### config.mk
export PLATFORM = sky130hd
export DESIGN_NAME = acsp_host
export DESIGN_NICKNAME = d
export VERILOG_FILES = /design/src/include/acsp_pkg.sv /design/src/hw/acsp_host.sv
export SDC_FILE = /design/constraint.sdc
export NUM_CORES = 1
export LEC_CHECK = 0
export ABC_AREA = 1
export BUFFER_PORTS_ARGS = -buffer_cell sky130_fd_sc_hd__buf_2
export CORE_MARGIN = 2
export CORE_UTILIZATION = 58
export CTS_CLUSTER_SIZE = 12
export DETAILED_ROUTE_END_ITERATION = 8
export GPL_ROUTABILITY_DRIVEN = 0
export PLACE_DENSITY = 0.84
export SLEW_MARGIN = 20
export SYNTH_ARGS = -nofsm -noshare
export SYNTH_HDL_FRONTEND = slang
export SYNTH_SLANG_ARGS = --single-unit
### constraint.sdc
create_clock -name clk_sys -period 1.9 [get_ports clk_sys]
set_input_delay 0.38 -clock clk_sys [delete_from_list [all_inputs] [get_ports clk_sys]]
set_output_delay 0.38 -clock clk_sys [all_outputs]
set_load 0.01 [all_outputs]
### src/include/acsp_pkg.sv
/*
  acsp_pkg: constants, states and carrier types for the setup-port controller
  of a multichannel current-input converter.
  assumes: clk_sys at 200 MHz; all times converted to clk_sys cycles here.
*/
package acsp_pkg;

  localparam int unsigned CLK_MHZ        = 200;
  // serial timing in microseconds as printed
  localparam int unsigned RESET_US       = 1;
  localparam int unsigned WAIT_RST_US    = 2;
  localparam int unsigned WAIT_WR_US     = 2;
  localparam int unsigned RESET_CYC      = RESET_US * CLK_MHZ;
  localparam int unsigned WAIT_RST_CYC   = WAIT_RST_US * CLK_MHZ;
  localparam int unsigned WAIT_WR_CYC    = WAIT_WR_US * CLK_MHZ;
  // half period of generated shift/readout clock, in clk_sys cycles
  localparam int unsigned HALF_CYC       = 8;

  localparam int unsigned SETUP_BITS     = 12;
  localparam int unsigned RB_BITS_16     = 512;
  localparam int unsigned RB_BITS_20     = 640;
  localparam int unsigned MIN_INTEGRATE_TOGGLE       = 4;

  // setup word fields
  localparam int unsigned F_RANGE_LSB    = 9;
  localparam int unsigned F_WIDTH        = 8;
  localparam int unsigned F_SPEED        = 7;
  localparam int unsigned F_DIV4         = 6;
  localparam int unsigned F_TEST         = 0;
  localparam logic [11:0] SETUP_RESET    = 12'h900;
  localparam logic [11:0] SETUP_KEEP     = 12'hfc1;

  // apb register byte offsets
  localparam logic [7:0]  REG_SETUP      = 8'h00;
  localparam logic [7:0]  REG_CTRL       = 8'h04;
  localparam logic [7:0]  REG_STATUS     = 8'h08;
  localparam logic [7:0]  REG_RBDATA     = 8'h0c;
  localparam logic [7:0]  REG_COUNT      = 8'h10;
  // ctrl bits (write 1 pulses)
  localparam int unsigned C_WRITE        = 0;
  localparam int unsigned C_READBACK     = 1;
  localparam int unsigned C_START        = 2;
  localparam int unsigned C_RBSTEP       = 3;

  typedef enum logic [7:0] {
    ST_IDLE  = 8'h01,
    ST_RST   = 8'h02,
    ST_WAIT  = 8'h04,
    ST_SHIFT = 8'h08,
    ST_GAP   = 8'h10,
    ST_READ  = 8'h20,
    ST_RUN   = 8'h40,
    ST_DRAIN = 8'h80
  } acsp_state_type;

  typedef struct packed {
    logic reset_n;
    logic integrate_toggle;
    logic cfg_shift_clock;
    logic cfg_serial_in;
    logic readout_clock;
    logic chain_data_in;
  } acsp_pins_out_type;

endpackage

### src/hw/acsp_host.sv
/*
  acsp_host: host-side controller driving the converter's setup port,
  readback and result handshake. software reaches it over apb.
  assumes: device pins are asynchronous to clk_sys; clk_sys 200 MHz.
*/
`timescale 1ns/100ps
// What this block does
// - hold toggle low, pulse reset, then shift
// - msb first, device samples on falling edge
// - always send all twelve setup bits
// - toggle integrate after setup to start
// - wait 2 us after reset release
// - wait 2 us between write and readback
// - reset held low at least 1 us
// - discard results of first four conversions
// - read results only after ready goes low
// - chain input tied low for single device
// - park readout clock low around toggles
module acsp_host
  import acsp_pkg::*;
#(
  parameter int unsigned HALF = HALF_CYC
)(
  input  wire logic        clk_sys,
  input  wire logic        rst_n,
  input  wire logic        clk_en,
  input  wire logic [7:0]  paddr,
  input  wire logic        psel,
  input  wire logic        penable,
  input  wire logic        pwrite,
  input  wire logic [31:0] pwdata,
  output logic      [31:0] prdata,
  output logic             pready,
  output logic             pslverr,
  output acsp_pins_out_type pins,
  input  wire logic        readout_data_out,
  input  wire logic        result_ready_n
);

  acsp_state_type state;
  logic [11:0] setup_word;
  logic [1:0]  sync_rd;
  logic [1:0]  sync_rdy;
  logic [15:0] tmr;
  logic [9:0]  bit_cnt;
  logic [31:0] rb_shift;
  logic        rb_avail;
  logic        rb_done;
  logic        do_write;
  logic        do_read;
  logic        do_start;
  logic        do_step;
  logic        rdy_seen;
  logic [2:0]  integrate_toggle_cnt;
  logic        sclk;
  logic        half_tick;
  logic        apb_wr;
  logic        apb_rd;
  logic [9:0]  rb_total;

  assign apb_wr    = psel && penable && pwrite;
  assign apb_rd    = psel && penable && !pwrite;
  assign half_tick = (tmr == 16'(HALF - 1));
  assign rb_total  = setup_word[F_WIDTH] ? 10'(RB_BITS_20) : 10'(RB_BITS_16);

  // two-flop synchronisers for device outputs
  always_ff @(posedge clk_sys or negedge rst_n)
  begin
    if (!rst_n)
    begin
      sync_rd  <= 2'h0;
      sync_rdy <= 2'h3;
    end
    else if (clk_en)
    begin
      sync_rd  <= {sync_rd[0], readout_data_out};
      sync_rdy <= {sync_rdy[0], result_ready_n};
    end
  end

  // apb slave: zero wait states, unmapped offsets answer with pslverr
  always_ff @(posedge clk_sys or negedge rst_n)
  begin
    if (!rst_n)
    begin
      setup_word <= SETUP_RESET;
      do_write   <= 1'b0;
      do_read    <= 1'b0;
      do_start   <= 1'b0;
      do_step    <= 1'b0;
      prdata     <= 32'h0;
      pready     <= 1'b0;
      pslverr    <= 1'b0;
    end
    else if (clk_en)
    begin
      do_write <= 1'b0;
      do_read  <= 1'b0;
      do_start <= 1'b0;
      do_step  <= 1'b0;
      pready   <= psel && !penable;
      pslverr  <= 1'b0;
      if (psel && !penable)
      begin
        pslverr <= !(paddr inside {REG_SETUP, REG_CTRL, REG_STATUS, REG_RBDATA, REG_COUNT});
        case (paddr)
          REG_SETUP:  prdata <= {20'h0, setup_word};
          REG_STATUS: prdata <= {19'h0, integrate_toggle_cnt, rdy_seen, rb_avail, state};
          REG_RBDATA: prdata <= rb_shift;
          REG_COUNT:  prdata <= {22'h0, bit_cnt};
          default:    prdata <= 32'h0;
        endcase
      end
      if (apb_wr && pready)
      begin
        case (paddr)
          REG_SETUP: setup_word <= pwdata[11:0] & SETUP_KEEP;
          REG_CTRL:
          begin
            do_write <= pwdata[C_WRITE];
            do_read  <= pwdata[C_READBACK];
            do_start <= pwdata[C_START];
            do_step  <= pwdata[C_RBSTEP];
          end
          default: ;
        endcase
      end
    end
  end

  // sequencer for reset, shifting, gaps and readback
  always_ff @(posedge clk_sys or negedge rst_n)
  begin
    if (!rst_n)
    begin
      state    <= ST_IDLE;
      tmr      <= 16'h0;
      bit_cnt  <= 10'h0;
      sclk     <= 1'b0;
      rb_shift <= 32'h0;
      rb_avail <= 1'b0;
      rb_done  <= 1'b0;
      pins     <= '{reset_n: 1'b1, default: 1'b0};
    end
    else if (clk_en)
    begin
      tmr <= tmr + 16'h1;
      // single device, chain input held low
      pins.chain_data_in <= 1'b0;
      // ack comes first so a word finishing in the same cycle keeps its flag
      if (do_step)
        rb_avail <= 1'b0;
      case (state)
        ST_IDLE:
        begin
          tmr <= 16'h0;
          if (do_write)
          begin
            pins.integrate_toggle <= 1'b0;
            pins.reset_n          <= 1'b0;
            rb_done               <= 1'b0;
            state                 <= ST_RST;
          end
          else if (do_read && !rb_done)
          begin
            bit_cnt <= 10'h0;
            state   <= ST_GAP;
          end
          else if (do_start)
          begin
            pins.integrate_toggle <= ~pins.integrate_toggle;
            state                 <= ST_RUN;
          end
        end
        ST_RST:
          // reset held for at least 1 us
          if (tmr == 16'(RESET_CYC - 1))
          begin
            pins.reset_n <= 1'b1;
            tmr          <= 16'h0;
            state        <= ST_WAIT;
          end
        ST_WAIT:
          // 2 us before first shift edge
          if (tmr == 16'(WAIT_RST_CYC - 1))
          begin
            tmr     <= 16'h0;
            bit_cnt <= 10'h0;
            pins.cfg_serial_in <= setup_word[SETUP_BITS-1];
            state   <= ST_SHIFT;
          end
        ST_SHIFT:
          if (half_tick)
          begin
            tmr                  <= 16'h0;
            pins.cfg_shift_clock <= ~pins.cfg_shift_clock;
            if (pins.cfg_shift_clock)
            begin
              bit_cnt <= bit_cnt + 10'h1;
              if (bit_cnt == 10'(SETUP_BITS - 1))
                state <= ST_IDLE;
            end
            else
              // msb first, data moves half a period clear of the sampling edge
              pins.cfg_serial_in <= setup_word[4'(SETUP_BITS - 1) - bit_cnt[3:0]];
          end
        ST_GAP:
          // 2 us from readback command to readback start, so at least 2 us after write end
          if (tmr == 16'(WAIT_WR_CYC - 1))
          begin
            tmr   <= 16'h0;
            state <= ST_READ;
          end
        ST_READ:
          if (half_tick)
          begin
            tmr  <= 16'h0;
            sclk <= ~sclk;
            pins.readout_clock <= ~sclk;
            if (sclk)
            begin
              // sample before next rising edge shifts
              // 20-bit tail arrives in the last bits
              rb_shift <= {rb_shift[30:0], sync_rd[1]};
              bit_cnt  <= bit_cnt + 10'h1;
              if (bit_cnt[4:0] == 5'h1f)
                rb_avail <= 1'b1;
              if (bit_cnt == rb_total - 10'h1)
              begin
                rb_done <= 1'b1;
                state   <= ST_IDLE;
              end
            end
          end
        ST_RUN:
        begin
          tmr <= 16'h0;
          if (do_write)
            state <= ST_IDLE;
          else if (do_start)
            pins.integrate_toggle <= ~pins.integrate_toggle;
          // react only to a low ready
          else if (!sync_rdy[1] && !rdy_seen)
            state <= ST_DRAIN;
        end
        ST_DRAIN:
          // one readout clock pulse releases ready
          if (half_tick)
          begin
            tmr <= 16'h0;
            sclk <= ~sclk;
            pins.readout_clock <= ~sclk;
            if (sclk)
              state <= ST_RUN;
          end
        default: state <= ST_IDLE;
      endcase
    end
  end

  // count conversions after reset, results valid from the fifth
  // ready synchronised, so phase jitter is absorbed
  always_ff @(posedge clk_sys or negedge rst_n)
  begin
    if (!rst_n)
    begin
      integrate_toggle_cnt <= 3'h0;
      rdy_seen <= 1'b0;
    end
    else if (clk_en)
    begin
      if (state == ST_RST)
        integrate_toggle_cnt <= 3'h0;
      else if (state == ST_DRAIN && half_tick && sclk && integrate_toggle_cnt != 3'(MIN_INTEGRATE_TOGGLE))
        integrate_toggle_cnt <= integrate_toggle_cnt + 3'h1;
      if (state == ST_DRAIN)
        rdy_seen <= 1'b1;
      else if (sync_rdy[1])
        rdy_seen <= 1'b0;
    end
  end

endmodule

==> run summary <==
The origin of the critical flop-to-flop path was state[0]. For this design the static power due to leakage is 4.06 nW. The critical path arrival is 2120 ps, and the signed area change from the synthesized netlist to the final layout is 18.5%. Number of enable flip-flop cells after synthesis: 0.

The source-to-sink clock delay at the later pin of the worst-skew pair was 430 ps; the final clock skew was 10.5 ps. The routed design could run at a clock period as short as 1810 ps. The switching portion of total power was 30.7%. The run gives 0 as the total DRC errors in the routed layout. During placement, the flow inserted port buffers numbering 64. By area the synthesized netlist is led by sky130_fd_sc_hd__dfrtp_1, sky130_fd_sc_hd__nand2_1, sky130_fd_sc_hd__inv_1.

Of the cells placed in the final design, the portion with a size suffix greater than 1 is 19.6%. The number of max-capacitance violations reported was 0. The run gives 0.553 GHz as the upper clock frequency limit.

The count of boundary I/O pins was 88; the post-route clock period utilization was 95.2%. The setup check on the worst reg-to-reg path leaves a slack of 90 ps. Counting distinct cell types in the post-synthesis netlist gives 34. STA classifies the critical path endpoint as a register. The clock-pin slew on the worst setup and hold paths was 60 ps.

The number of fill cells in the layout is 879, and the ratio of total power to cell area is 948 mW/mm2. The initial core utilization is 59.2%. Tracing the worst setup path back leads to its startpoint at state[0]. The run finished with clean final reports.

The first global-routing pass estimated 27.2 mm of wire. For this run, the number of standard cells in the final layout without fillers is 1113. The share of Yosys cell area claimed by the top area cell type works out to 44.4%. The final max-slew violation count was 0; the ratio of routed vias to standard cells was 5.46. Per report_power, the sequential group accounts for 38.5% of the total.

The run gives 0.0114 mm2 as the standard cell core area. By startpoint and endpoint, the worst setup path is classified as register to register. TritonCTS built the clock tree. Per report_power, the clock group accounts for 42.7% of the total. Internal power comes to 5.26 mW. Measured against its own limit, the worst slew margin works out to 65.5%. Synthesis handed over a netlist of 873 instances. Dividing the detail-routed wire length by the instance count gives 14.6 um. The total count of hold-check failures in the final report was 0; the logic depth of the worst register-to-register path was 10.

The tools report the largest net degree at the start of global routing as 65. At the end of the flow, the number of nets in the layout was 1012. The overall die width works out to 112 um.

Setup violations remaining at the end of the flow were counted as 0. In this run, the combinational gates consume 18.8% of the power. Number of routed nets with antenna violations: 0. Biggest area consumer among synthesized cells: sky130_fd_sc_hd__dfrtp_1.

The logs give 46.8% for the sequential cell area fraction in the yosys report and 11.1 mm for the post-DP HPWL. The number of nets handed over by synthesis was 928. Data on the critical path is required at its endpoint by 2210 ps. For the pin with the worst max-slew slack, the measured transition is 515 ps. The first detailed-routing pass took 5 iterations. The routed layout has 6080 vias.

The nature of the critical path startpoint was a register. Counting along the longest clock path gives a buffer depth of 2. Buffers inserted during clock tree synthesis total 17. 0 antenna diodes ended up in the layout.

After floorplanning, the core was divided into 39 placement rows. For the post-synthesis instance area, the log shows 0.00676 mm2. In this run the mean area of a mapped cell was 7.74 um2. The floorplan step set the die height to 112 um.

The tools report the count of placed standard cells including taps as 1078. The via count of the first global-routing pass was 5798; the final core area utilization was 70.1%. The terminus of the critical flop-to-flop path was bit_cnt[6]. The tree is rooted in a sky130_fd_sc_hd__clkbuf_16. The total wirelength of the detailed-routed design is 16.3 mm, and the global routing usage summed across all routing layers is 27.0%.

The worst hold-check path type was input port to register. The synthesized design contains 126 register bits. The number of DRC markers in iteration 0 is 560. Of all nets on the critical path, the largest fanout is 10. The clock tree synthesis step divided the H-tree into 4 levels. The critical path endpoint was bit_cnt[6].

The fraction of registers with async set/reset is 100%, and the yosys synthesis warning count is 0. The logs give 0 for the aggregate global routing overflow and 0 for the number of antenna violations at the first check in global routing. The primary flip-flop cell chosen by synthesis mapping was sky130_fd_sc_hd__dfrtp_1.

The worst-case IR drop observed on VDD is 697 uV. The clock drives 126 sinks. For the reported net switching power, the log shows 2.33 mW. The die covers 0.0125 mm2.
-- worst max-delay path, stage by stage, from the launching register on --
cell and delay [ps]:
sky130_fd_sc_hd__dfstp_2 590, sky130_fd_sc_hd__nor2_2 60, sky130_fd_sc_hd__nand2_2 90, sky130_fd_sc_hd__inv_2 70, sky130_fd_sc_hd__nand2_4 100, sky130_fd_sc_hd__inv_2 80
sky130_fd_sc_hd__o21ai_1 130, sky130_fd_sc_hd__nand3_1 210, sky130_fd_sc_hd__buf_6 220, sky130_fd_sc_hd__nand3_1 70, sky130_fd_sc_hd__nand2_1 60
-- power by group through the flow --
| stage | registers (mW) | logic, mW | clock network [mW] |
|---|---|---|---|
| after floorplan | 2.93 | 0.906 | 0 |
| after global placement | 2.95 | 1.24 | 0 |
| after detailed placement | 2.95 | 1.28 | 0 |
| after CTS | 2.91 | 1.32 | 3.27 |
| after global routing | 2.94 | 1.58 | 3.38 |
| final | 2.92 | 1.43 | 3.24 |
-- cell families (layout without fill, tap and decap cells) --
logic type,count (synthesis),after routing,share of synthesized area (%)
buf+inv,150,246,9.39
simple gates,450,451,29.5
other cells,1,1,0.0555
flops,126,126,46.8
compound gates,121,121,10.6
xor+xnor,18,18,2.33
fa+ha+maj,7,7,1.30
-- area by class of cell --
type	count	area, um2	area share [%]
Sequential cell	126	3160	39.5
Multi-Input combinational cell	598	3020	37.7
Timing Repair Buffer	91	598	7.47
Inverter	123	462	5.77
Clock buffer	20	457	5.70
Tap cell	143	179	2.23
Clock inverter	12	135	1.69
-- worst min-delay path by stage --
| stage | from | to | slack (ps) | cells after the start |
|---|---|---|---|---|
| after floorplan | rst_n | bit_cnt[0] | 80 | 0 |
| after global placement | rst_n | pready | 370 | 1 |
| after detailed placement | rst_n | pready | 380 | 1 |
| after CTS | result_ready_n | sync_rdy[0] | 150 | 3 |
| after global routing | result_ready_n | sync_rdy[0] | 200 | 3 |
| final | result_ready_n | sync_rdy[0] | 160 | 3 |
-- registers in the layout, indices dropped and copies added, names as in the netlist --
name	flops
sync_rd	2
rb_avail	1
setup_word	7
do_step	1
rb_done	1
do_write	1
rb_shift	32
pready	1
rdy_seen	1
pins	4
prdata	32
do_read	1
integrate_toggle_cnt	3
sync_rdy	2
pslverr	1
tmr	16
sclk	1
bit_cnt	10
do_start	1
state	8
-- synthesized netlist by cell type (3+ instances only) --
master and n:
sky130_fd_sc_hd__a21oi_1 10, sky130_fd_sc_hd__buf_1 3, sky130_fd_sc_hd__buf_2 3, sky130_fd_sc_hd__buf_4 4, sky130_fd_sc_hd__buf_6 7, sky130_fd_sc_hd__clkbuf_1 10
sky130_fd_sc_hd__dfrtp_1 120, sky130_fd_sc_hd__dfstp_2 6, sky130_fd_sc_hd__ha_1 7, sky130_fd_sc_hd__inv_1 112, sky130_fd_sc_hd__inv_2 11, sky130_fd_sc_hd__nand2_1 250
sky130_fd_sc_hd__nand2_2 9, sky130_fd_sc_hd__nand2_4 4, sky130_fd_sc_hd__nand3_1 52, sky130_fd_sc_hd__nand4_1 19, sky130_fd_sc_hd__nor2_1 84, sky130_fd_sc_hd__nor2_2 11
sky130_fd_sc_hd__nor2_4 7, sky130_fd_sc_hd__nor3_1 5, sky130_fd_sc_hd__o21ai_0 47, sky130_fd_sc_hd__o21ai_1 22, sky130_fd_sc_hd__o21ai_2 10, sky130_fd_sc_hd__o22ai_1 12
sky130_fd_sc_hd__o31ai_1 19, sky130_fd_sc_hd__xnor2_1 3, sky130_fd_sc_hd__xor2_1 15
-- metal layers --
layer / vias to the layer above / track usage [%] / part of all wire (%)
met5: - / 0 / 0
met4: 0 / 11.1 / 2.7
met3: 45 / 5.23 / 7.7
met2: 253 / 43.1 / 47
met1: 2829 / 36.6 / 43
li1: 2953 / - / -
-- repair_timing --
| action | 4_1_cts | 5_1_grt |
|---|---|---|
| endpoints found under the hold margin | 34 | 0 |
| hold buffers | 1 | 0 |
| endpoints found under the setup margin | 1 | 33 |
| pin swaps | 0 | 2 |
| buffers inserted | 0 | 1 |
| gates cloned | 0 | 1 |
| gates resized for setup | 1 | 11 |
-- cells in the final DEF, fill, tap and decap left out, types with 12 or more instances in the layout --
master and n:
sky130_fd_sc_hd__o22ai_1 12, sky130_fd_sc_hd__nor2_1 81, sky130_fd_sc_hd__o21ai_1 23, sky130_fd_sc_hd__inv_1 112, sky130_fd_sc_hd__xor2_1 15, sky130_fd_sc_hd__nand2_1 250
sky130_fd_sc_hd__nand3_1 52, sky130_fd_sc_hd__dfrtp_1 120, sky130_fd_sc_hd__buf_4 20, sky130_fd_sc_hd__o21ai_0 46, sky130_fd_sc_hd__nor2_2 14, sky130_fd_sc_hd__clkbuf_16 17
sky130_fd_sc_hd__nand4_1 19, sky130_fd_sc_hd__buf_2 63, sky130_fd_sc_hd__o31ai_1 19
-- metrics by stage --
| step | instance area, um2 | setup TNS (ps) | power (mW) | hold slack (ps) | worst slack, ps |
|---|---|---|---|---|---|
| 2_1_floorplan | 6760 | 0 | 3.84 | 84.4 | 281 |
| 3_3_place_gp | 7340 | 0 | 4.19 | 370 | 49.8 |
| 3_5_place_dp | 7340 | 0 | 4.23 | 377 | 29.1 |
| 4_1_cts | 7950 | 0 | 7.50 | 152 | 93.4 |
| 5_1_grt | 8010 | -663 | 7.91 | 195 | -54.5 |
| 6_report | 8010 | 0 | 7.59 | 157 | 90.8 |
No activity file was read; power rests on OpenSTA's default activity.
